File: src/hw/gauge_defs.svh
`ifndef GAUGE_DEFS_SVH
`define GAUGE_DEFS_SVH

// Clock rate in kHz and bus-low timeout window in ms
`define CLK_KHZ           40000
`define SLEEP_MIN_MS      1500
`define SLEEP_MAX_MS      2200
// Timeout target: 1800 ms inside the window, cycles
`define SLEEP_TARGET_MS   1800
`define SLEEP_CYCLES      (`SLEEP_TARGET_MS * `CLK_KHZ)
`define SLEEP_CNT_W       27
// Current range: +/-51.2 mV at 25 uV per step gives 2048 steps per polarity
`define CUR_UV_PER_LSB    25
`define CUR_FS_UV         51200
`define CUR_MAG_W         11
`define CUR_MAG_MAX       11'h7ff
// Result widths
`define VOLT_W            12
`define AUX_W             11
`define TEMP_W            11
`define ACC_W             24
// Sample interval between current samples, cycles
`define SAMPLE_CYCLES     16'h0fa0
`define SAMPLE_CNT_W      16
// Register word width
`define REG_W             16

`endif

File: src/hw/gauge_pkg.sv
`default_nettype none
package gauge_pkg;
	// Power mode
	typedef enum logic [0:0]
	{
		MODE_ACTIVE = 1'b0,
		MODE_SLEEP  = 1'b1
	} power_mode_t;
	// Conversion slot in the measurement sequence
	typedef enum logic [1:0]
	{
		SLOT_VOLT = 2'b00,
		SLOT_AUX0 = 2'b01,
		SLOT_AUX1 = 2'b10
	} slot_t;
endpackage
`default_nettype wire

File: src/hw/bus_low_if.sv
`timescale 1ns/1ps
`default_nettype none
// Synchronised bus line levels and sleep request
interface bus_low_if;
	logic scl_high;
	logic sda_high;
	logic timeout;
	modport watcher (input scl_high, input sda_high, output timeout);
	modport owner   (output scl_high, output sda_high, input timeout);
endinterface
`default_nettype wire

File: src/hw/bus_low_timer.sv
`timescale 1ns/1ps
`default_nettype none
`include "gauge_defs.svh"
module bus_low_timer
(
	input  wire logic       clk_i,
	input  wire logic       rst_n_i,
	input  wire logic       ce_i,
	input  wire logic       arm_i,
	bus_low_if.watcher      bus
);
	logic [`SLEEP_CNT_W-1:0] count;
	logic [`SLEEP_CNT_W-1:0] next_count;
	logic                    fired;
	logic                    next_fired;

	// Count continuous low on both lines
	always_comb
	begin
		next_count = count;
		next_fired = 1'b0;
		if (bus.scl_high || bus.sda_high || !arm_i)
			next_count = '0;
		else if (count == `SLEEP_CNT_W'(`SLEEP_CYCLES - 1))
			next_fired = 1'b1;
		else
			next_count = count + `SLEEP_CNT_W'(1);
	end

	always_ff @(posedge clk_i or negedge rst_n_i)
	begin
		if (!rst_n_i)
		begin
			count <= '0;
			fired <= 1'b0;
		end
		else if (ce_i)
		begin
			count <= next_count;
			fired <= next_fired;
		end
	end

	assign bus.timeout = fired;
endmodule
`default_nettype wire

File: src/hw/gauge_measure.sv
// Contract
// Sleep is entered 1.5 s to 2.2 s after both bus lines go and stay low.
// The host keeps bus lines from staying low past the timeout unless it wants sleep.
// Sense voltage is taken in both polarities over +/-51.2 mV at 25 uV per step.
// Current is sampled at a fixed interval and each sample is added to an accumulator.
// Each current result goes into a two-byte register as sign and magnitude.
// Battery voltage is reported as a 12-bit value in a two-byte register.
// Each auxiliary conversion is reported with 11 bits in its own two-byte register.
// Die temperature is reported in 0.125 degree steps.
// With internal temperature selected, the aux-one slot measures temperature.
// A low bus forces sleep only while the sleep enable bit is 1.
// Asleep, all measurement stops and results stay unchanged.
// Register access is served in both active and sleep modes.
// The temperature takes the aux-one slot only while its select bit is set.
// The bus-low count restarts whenever either line is seen high.
// Each multi-byte result updates as one whole word.
`timescale 1ns/1ps
`default_nettype none
`include "gauge_defs.svh"
module gauge_measure
(
	input  wire logic                   SYS_CLK_I,
	input  wire logic                   RST_N_I,
	input  wire logic                   CE_I,
	input  wire logic                   SCL_I,
	input  wire logic                   SDA_I,
	input  wire logic                   BUS_ACTIVITY_I,
	input  wire logic                   SLEEP_ENABLE_BIT_I,
	input  wire logic                   INTERNAL_TEMP_SELECT_I,
	input  wire logic                   CONV_DONE_I,
	input  wire logic signed [11:0]     CURRENT_SENSE_INPUT_I,
	input  wire logic [`VOLT_W-1:0]     VOLT_RESULT_I,
	input  wire logic [`AUX_W-1:0]      AUX_INPUT_ZERO_I,
	input  wire logic [`AUX_W-1:0]      AUX_INPUT_ONE_I,
	input  wire logic [`TEMP_W-1:0]     TEMP_RESULT_I,
	output logic                        SLEEP_O,
	output logic [1:0]                  SLOT_O,
	output logic                        SLOT_TEMP_O,
	output logic [`REG_W-1:0]           CURRENT_REG_O,
	output logic [`REG_W-1:0]           VOLT_REG_O,
	output logic [`REG_W-1:0]           AUX0_REG_O,
	output logic [`REG_W-1:0]           AUX1_REG_O,
	output logic [`REG_W-1:0]           TEMP_REG_O,
	output logic signed [`ACC_W-1:0]    ACCUM_O
);
	//--------------------------------------------------------------
	// Pin synchronisers
	//--------------------------------------------------------------
	logic [1:0] scl_sync;
	logic [1:0] sda_sync;
	bus_low_if  bl ();

	// Two flops per bus line
	always_ff @(posedge SYS_CLK_I or negedge RST_N_I)
	begin
		if (!RST_N_I)
		begin
			scl_sync <= 2'h3;
			sda_sync <= 2'h3;
		end
		else if (CE_I)
		begin
			scl_sync <= {scl_sync[0], SCL_I};
			sda_sync <= {sda_sync[0], SDA_I};
		end
	end

	assign bl.scl_high = scl_sync[1];
	assign bl.sda_high = sda_sync[1];

	bus_low_timer timer
	(
		.clk_i   (SYS_CLK_I),
		.rst_n_i (RST_N_I),
		.ce_i    (CE_I),
		.arm_i   (SLEEP_ENABLE_BIT_I && (SLEEP_O == gauge_pkg::MODE_ACTIVE)),
		.bus     (bl.watcher)
	);

	//--------------------------------------------------------------
	// Power mode
	//--------------------------------------------------------------
	gauge_pkg::power_mode_t mode;
	gauge_pkg::power_mode_t next_mode;

	// Sleep on timeout, wake on bus activity
	always_comb
	begin
		next_mode = mode;
		case (mode)
			gauge_pkg::MODE_ACTIVE:
				if (bl.timeout && SLEEP_ENABLE_BIT_I)
					next_mode = gauge_pkg::MODE_SLEEP;
			gauge_pkg::MODE_SLEEP:
				if (bl.scl_high || bl.sda_high || BUS_ACTIVITY_I)
					next_mode = gauge_pkg::MODE_ACTIVE;
			default:
				next_mode = gauge_pkg::MODE_ACTIVE;
		endcase
	end

	always_ff @(posedge SYS_CLK_I or negedge RST_N_I)
	begin
		if (!RST_N_I)
			mode <= gauge_pkg::MODE_ACTIVE;
		else if (CE_I)
			mode <= next_mode;
	end

	assign SLEEP_O = (mode == gauge_pkg::MODE_SLEEP);

	//--------------------------------------------------------------
	// Current sampling and accumulation
	//--------------------------------------------------------------
	logic [`SAMPLE_CNT_W-1:0]  sample_cnt;
	logic [`SAMPLE_CNT_W-1:0]  next_sample_cnt;
	logic [`REG_W-1:0]         next_current_reg;
	logic signed [`ACC_W-1:0]  next_accum;
	logic signed [11:0]        sample;
	logic [`CUR_MAG_W-1:0]     mag;
	logic                      active;

	assign active = (mode == gauge_pkg::MODE_ACTIVE);

	// Clamp to +/- full scale, build sign and magnitude
	always_comb
	begin
		sample = CURRENT_SENSE_INPUT_I;
		if (sample[11])
			mag = (sample == 12'sh800) ? `CUR_MAG_MAX : `CUR_MAG_W'(-sample);
		else
			mag = sample[`CUR_MAG_W-1:0];
		next_sample_cnt  = sample_cnt;
		next_current_reg = CURRENT_REG_O;
		next_accum       = ACCUM_O;
		if (active)
		begin
			if (sample_cnt == `SAMPLE_CYCLES - `SAMPLE_CNT_W'(1))
			begin
				next_sample_cnt  = '0;
				next_current_reg = {sample[11], 4'h0, mag};
				next_accum       = ACCUM_O + `ACC_W'(sample);
			end
			else
				next_sample_cnt = sample_cnt + `SAMPLE_CNT_W'(1);
		end
	end

	always_ff @(posedge SYS_CLK_I or negedge RST_N_I)
	begin
		if (!RST_N_I)
		begin
			sample_cnt    <= '0;
			CURRENT_REG_O <= '0;
			ACCUM_O       <= '0;
		end
		else if (CE_I)
		begin
			sample_cnt    <= next_sample_cnt;
			CURRENT_REG_O <= next_current_reg;
			ACCUM_O       <= next_accum;
		end
	end

	//--------------------------------------------------------------
	// Conversion slots and result registers
	//--------------------------------------------------------------
	gauge_pkg::slot_t   slot;
	gauge_pkg::slot_t   next_slot;
	logic               slot_temp;
	logic               next_slot_temp;
	logic [`REG_W-1:0]  next_volt;
	logic [`REG_W-1:0]  next_aux0;
	logic [`REG_W-1:0]  next_aux1;
	logic [`REG_W-1:0]  next_temp;

	// Advance sequence on each conversion, store whole words
	always_comb
	begin
		next_slot      = slot;
		next_slot_temp = slot_temp;
		next_volt      = VOLT_REG_O;
		next_aux0      = AUX0_REG_O;
		next_aux1      = AUX1_REG_O;
		next_temp      = TEMP_REG_O;
		if (active && CONV_DONE_I)
		begin
			case (slot)
				gauge_pkg::SLOT_VOLT:
				begin
					next_volt = {VOLT_RESULT_I, 4'h0};
					next_slot = gauge_pkg::SLOT_AUX0;
				end
				gauge_pkg::SLOT_AUX0:
				begin
					next_aux0 = {AUX_INPUT_ZERO_I, 5'h00};
					next_slot = gauge_pkg::SLOT_AUX1;
					next_slot_temp = INTERNAL_TEMP_SELECT_I;
				end
				gauge_pkg::SLOT_AUX1:
				begin
					if (slot_temp)
						next_temp = {TEMP_RESULT_I, 5'h00};
					else
						next_aux1 = {AUX_INPUT_ONE_I, 5'h00};
					next_slot = gauge_pkg::SLOT_VOLT;
				end
				default:
					next_slot = gauge_pkg::SLOT_VOLT;
			endcase
		end
	end

	always_ff @(posedge SYS_CLK_I or negedge RST_N_I)
	begin
		if (!RST_N_I)
		begin
			slot       <= gauge_pkg::SLOT_VOLT;
			slot_temp  <= 1'b0;
			VOLT_REG_O <= '0;
			AUX0_REG_O <= '0;
			AUX1_REG_O <= '0;
			TEMP_REG_O <= '0;
		end
		else if (CE_I)
		begin
			slot       <= next_slot;
			slot_temp  <= next_slot_temp;
			VOLT_REG_O <= next_volt;
			AUX0_REG_O <= next_aux0;
			AUX1_REG_O <= next_aux1;
			TEMP_REG_O <= next_temp;
		end
	end

	// Result registers drive the outputs in either power mode
	assign SLOT_O      = slot;
	assign SLOT_TEMP_O = slot_temp;
endmodule
`default_nettype wire

File: config.mk
export PLATFORM = sky130hd
export DESIGN_NAME = gauge_measure
export DESIGN_NICKNAME = d
export VERILOG_FILES = /design/src/hw/gauge_pkg.sv /design/src/hw/bus_low_if.sv /design/src/hw/bus_low_timer.sv /design/src/hw/gauge_measure.sv
export VERILOG_INCLUDE_DIRS = /design/src /design/src/hw
export SDC_FILE = /design/constraint.sdc
export NUM_CORES = 1
export LEC_CHECK = 0
export BUFFER_PORTS_ARGS = -buffer_cell sky130_fd_sc_hd__buf_2
export CORE_MARGIN = 4
export CORE_UTILIZATION = 55
export CTS_BUF_LIST = sky130_fd_sc_hd__clkbuf_16
export DETAILED_ROUTE_END_ITERATION = 12
export PLACE_DENSITY = 0.91
export SLEW_MARGIN = 20
export SYNTH_ARGS = -nofsm -noshare
export SYNTH_HDL_FRONTEND = slang
export SYNTH_SLANG_ARGS = --single-unit
export TNS_END_PERCENT = 1
File: constraint.sdc
create_clock -name SYS_CLK_I -period 4.05 [get_ports SYS_CLK_I]
set_input_delay 0.81 -clock SYS_CLK_I [delete_from_list [all_inputs] [get_ports SYS_CLK_I]]
set_output_delay 0.81 -clock SYS_CLK_I [all_outputs]
set_load 0.01 [all_outputs]
# == Word-level counts from Yosys, hierarchy flattened ==
# Cells that the tools add are included.
# op_classes
n_addsub,4
eq_ne,6
n_mux,11
n_bitwise,2
reduce_logical,16
# ops
op,count
$mux 27,2
$add 27x1->27 const B,1
$eq 27x27->1 const B,1
$add 24x12->24,1
$mux 11,2
$add 16x1->16 const B,1
$eq 16x12->1 const B,1
$mux 16,1
$eq 12x12->1 const B,1
$neg 11->11,1
$reduce_and 3->1,3
$reduce_and 4->1,2
$reduce_and 2->1,3
$mux 1,4
$pmux 2 s2,1
$logic_and 1x1->1,3
$logic_or 1x1->1,3
$eq 2x1->1 const B,1
$eq 2x2->1 const B,1
$logic_not 2->1,1
$ne 2x1->1 const B,1
$not 1->1,2
$pmux 1 s2,1
$logic_not 1->1,1
# word_totals
reg_bits,133
inputBits,66
output_inout_bits,108
elab_cells,53

# == Depth between registers and ports, before layout ==
# logic_depth
word_depth,6
ltp_mapped,10
ltp_nobuf,9

# == By module ==
# Synthesis repeated with hierarchy kept, for this count alone.
# hier_totals
hier_cells,771
area_unflattened_um2,7539.7
# by_module_without_submodules
mod,instances,cells_per_inst,area_each_um2,seq_area_each_um2
gauge_measure,1,564,5774.3,2632.5
bus_low_timer,1,207,1765.4,700.7

# == Least setup slack after synthesis ==
# OpenSTA, ideal clock, no wires.
# synth_timing
path_kind,input to register
from,in CURRENT_SENSE_INPUT_I[0]
to,reg ACCUM_O[14]
setup_time_ps,134
arrival_time_ps,2765
t_required_ps,3916
path_slack_ps,1151
path_stages,9
n_path_buf,0
cell_sequence,ha_1 fa_1 a21o_1 a211o_1 and4_1 a211oi_2 o21ai_0 xnor2_1 o21ai_0
# synth_via
elab_chain_len,1
# synth_rtl
element,line,text
start: declaration,gauge_measure.sv:31,"input wire logic signed [11:0] CURRENT_SENSE_INPUT_I,"
$add 24x12->24,gauge_measure.sv:142,next_accum = ACCUM_O + `ACC_W'(sample);
end signal: assignment,gauge_measure.sv:161,ACCUM_O <= next_accum;
end: declaration,gauge_measure.sv:44,output logic signed [`ACC_W-1:0] ACCUM_O
# Every way passes these cells.
# A chain may end at the register's enable or synchronous reset.

# == Worst setup path after layout ==
# Same ends and word-level chain as after synthesis.

==> flow_summary.json <==
{
  "cts_tree": "built",
  "core_area_sq_um": 12200,
  "syn_avg_cell_area_sq_um": 10.3,
  "route.detailed.drc": 0,
  "ys_seq_area_frac": 0.478,
  "track_usage": 0.238,
  "switchingPower_mw": 1.25,
  "clk_pin_slew_ns": 0.06,
  "post-route-util": 0.689,
  "via_per_inst": 5.60,
  "ioPinCount": 174,
  "drt_iter0_drc": 482,
  "finalSetupTns_ns": 0,
  "gr-total-overflow": 0,
  "cts_buffer_depth": 2,
  "tightest_slew_ns": 0.989,
  "cts_setup_buffers": 0,
  "crit_arrival_ns": 3.33,
  "cap_violations": 0,
  "reg2reg_slack_ns": 1.16,
  "synth_edf_count": 0,
  "route.vias.total": 5652,
  "antenna_left": 0,
  "cp_max_fo": 6,
  "antenna_found_initial": 0,
  "syn-instance-count": 676,
  "rows": 40,
  "internal-power_mw": 3.03,
  "async_flop_share": 1.00,
  "synthTopCellsByArea": "dfrtp_1, mux2_2, ha_1",
  "fin_crit_ns": 2.99,
  "p_leak_nw": 4.21,
  "combPwrFrac": 0.220,
  "num_antenna_cells": 0,
  "synth.most_common_cell": "dfrtp_1",
  "chipWidth_um": 121,
  "powerDensity_nw_per_um2": 510,
  "dpl.hpwl_um": 11600,
  "slew_headroom": 0.340,
  "final-hold-violation-count": 0,
  "worstSetupPathType": "in -> reg",
  "synth_ff_type": "dfrtp_1",
  "clkPwrFrac": 0.365,
  "ctsResizeCount": 0,
  "ys_types": 59,
  "outcome": "complete, no violations",
  "ir_worst_vdd_mv": 0.356,
  "area_delta_synth_final_pct": 20.6,
  "drive_gt1_frac": 0.302,
  "placed_cell_area_sq_um": 7810,
  "hold_path.class": "reg -> reg",
  "numPortBuffers": 150,
  "cts_root_buf": "clkbuf_16",
  "swShare": 0.293,
  "fin_area_sq_um": 8410,
  "setup-violations-final": 0,
  "finalMaxSlewViolations": 0,
  "clock_skew_ns": 0.00861,
  "wl_um": 16900,
  "initial_core_util": 0.571,
  "yosysWarnings": 0,
  "yosys-top-cells-count": "dfrtp_1, nor2_1, nand2_1",
  "clk_latency_ns": 0.42,
  "grt_pass1_wl_um": 27600,
  "synth_seq_cells": 133,
  "netlist_area_sq_um": 6970,
  "grt_max_degree": 79,
  "routabilityCongestion": 0.924,
  "grt_pass1_vias": 5757,
  "die_height_um": 121,
  "endpoint_kind": "flip-flop",
  "fp.dieArea_sq_um": 14500,
  "nFillCells": 907,
  "drt_first_pass_iters": 5,
  "finalNetCount": 922,
  "pwr-share-seq": 0.415,
  "clock_sinks": 133,
  "cts_hold_buf": 0,
  "numCtsBuffers": 17,
  "htreeDepth": 4,
  "wl_per_cell_um": 16.7,
  "finalCritPeriodShare": 0.739,
  "yosys.area.top_type_share": 0.463,
  "critPathLaunchType": "input pin",
  "required_ns": 4.39,
  "synth_area_leader_cell": "dfrtp_1",
  "rsz0062_at_grt": "no",
  "fmax_mhz": 334
}
sequential cells by signal (all words and copies together), names as in the netlist:
name / count
timer.count: 27
ACCUM_O: 24
sample_cnt: 16
CURRENT_REG_O: 12
VOLT_REG_O: 12
AUX0_REG_O: 11
AUX1_REG_O: 11
TEMP_REG_O: 11
SLOT_O: 2
scl_sync: 2
sda_sync: 2
SLEEP_O: 1
SLOT_TEMP_O: 1
timer.bus.timeout: 1
per-stage QoR:
stage | total power, mW | hold slack [ns] | cells | setup WS (ns)
3_5_place_dp | 2.73 | 0.466 | 978 | 0.646
6_report | 4.29 | 0.477 | 1010 | 1.06
2_1_floorplan | 2.31 | 0.445 | 698 | 1.15
3_3_place_gp | 2.67 | 0.457 | 978 | 0.753
4_1_cts | 4.32 | 0.480 | 1010 | 1.09
5_1_grt | 4.49 | 0.501 | 1010 | 0.928
worst paths after layout:
check | from | endpoint | cells after the start
max in group asynchronous | RST_N_I | VOLT_REG_O[7] | 2
max | CURRENT_SENSE_INPUT_I[0] | ACCUM_O[14] | 10
max reg2reg | ACCUM_O[0] | ACCUM_O[14] | 9
min reg2reg | ACCUM_O[23] | ACCUM_O[23] | 1
min in group asynchronous | RST_N_I | ACCUM_O[22] | 1
min | ACCUM_O[23] | ACCUM_O[23] | 1
worst max-delay path, cell delays in order:
cell and delay [ns]:
buf_2 0.13, ha_1 0.23, fa_1 0.41, a21o_1 0.19, a211o_1 0.33, and4_1 0.19
a211oi_2 0.50, o21ai_0 0.22, xnor2_1 0.15, o21ai_0 0.16
layer usage:
layer	share of wire	GRT usage	vias to the layer above	routed length, um
li1	-	-	2634	-
met1	0.39	0.278	2761	6560
met2	0.53	0.422	218	8920
met3	0.064	0.0594	39	1070
met4	0.021	0.0878	0	349
met5	0	0	-	0
power by group through the flow:
stage | sequential (mW) | clock (mW) | combinational [mW]
after floorplan | 1.89 | 0 | 0.418
after global placement | 1.77 | 0 | 0.902
after detailed placement | 1.79 | 0 | 0.938
after CTS | 1.78 | 1.58 | 0.957
after global routing | 1.82 | 1.65 | 1.03
final | 1.78 | 1.56 | 0.944
logic make-up after synthesis:
logic type                 Yosys count  share of synthesized area
buffers and inverters               61                     0.0497
and+or+nand+nor                    224                      0.153
DFF                                133                      0.478
xor gates and xnor gates            68                     0.0854
muxes                               55                     0.0879
AOI/OAI and AO/OA                  107                     0.0956
other                                1                   0.000538
adders and majority gates           27                     0.0495
final cells by class:
| class | instances | area [sq um] | area share |
|---|---|---|---|
| inverter | 15 | 56.3 | 0.00669 |
| multi-input combinational | 504 | 3380 | 0.402 |
| clock buffer | 17 | 425 | 0.0506 |
| clock inverter | 15 | 178 | 0.0211 |
| timing repair buffer | 158 | 826 | 0.0982 |
| sequential | 133 | 3330 | 0.396 |
| tap | 168 | 210 | 0.0250 |
layout by cell type, fill, tap and decap left out, drive strengths merged, types with 15 or more instances in the layout:
master	count
buf	158
dfrtp	129
nor2	71
nand2	65
mux2	50
xor2	37
o21ai	33
xnor2	31
a21oi	28
ha	26
nand3	23
conb	23
inv	19
clkbuf	17
nand4	15
(Power assumes the default switching activity.)
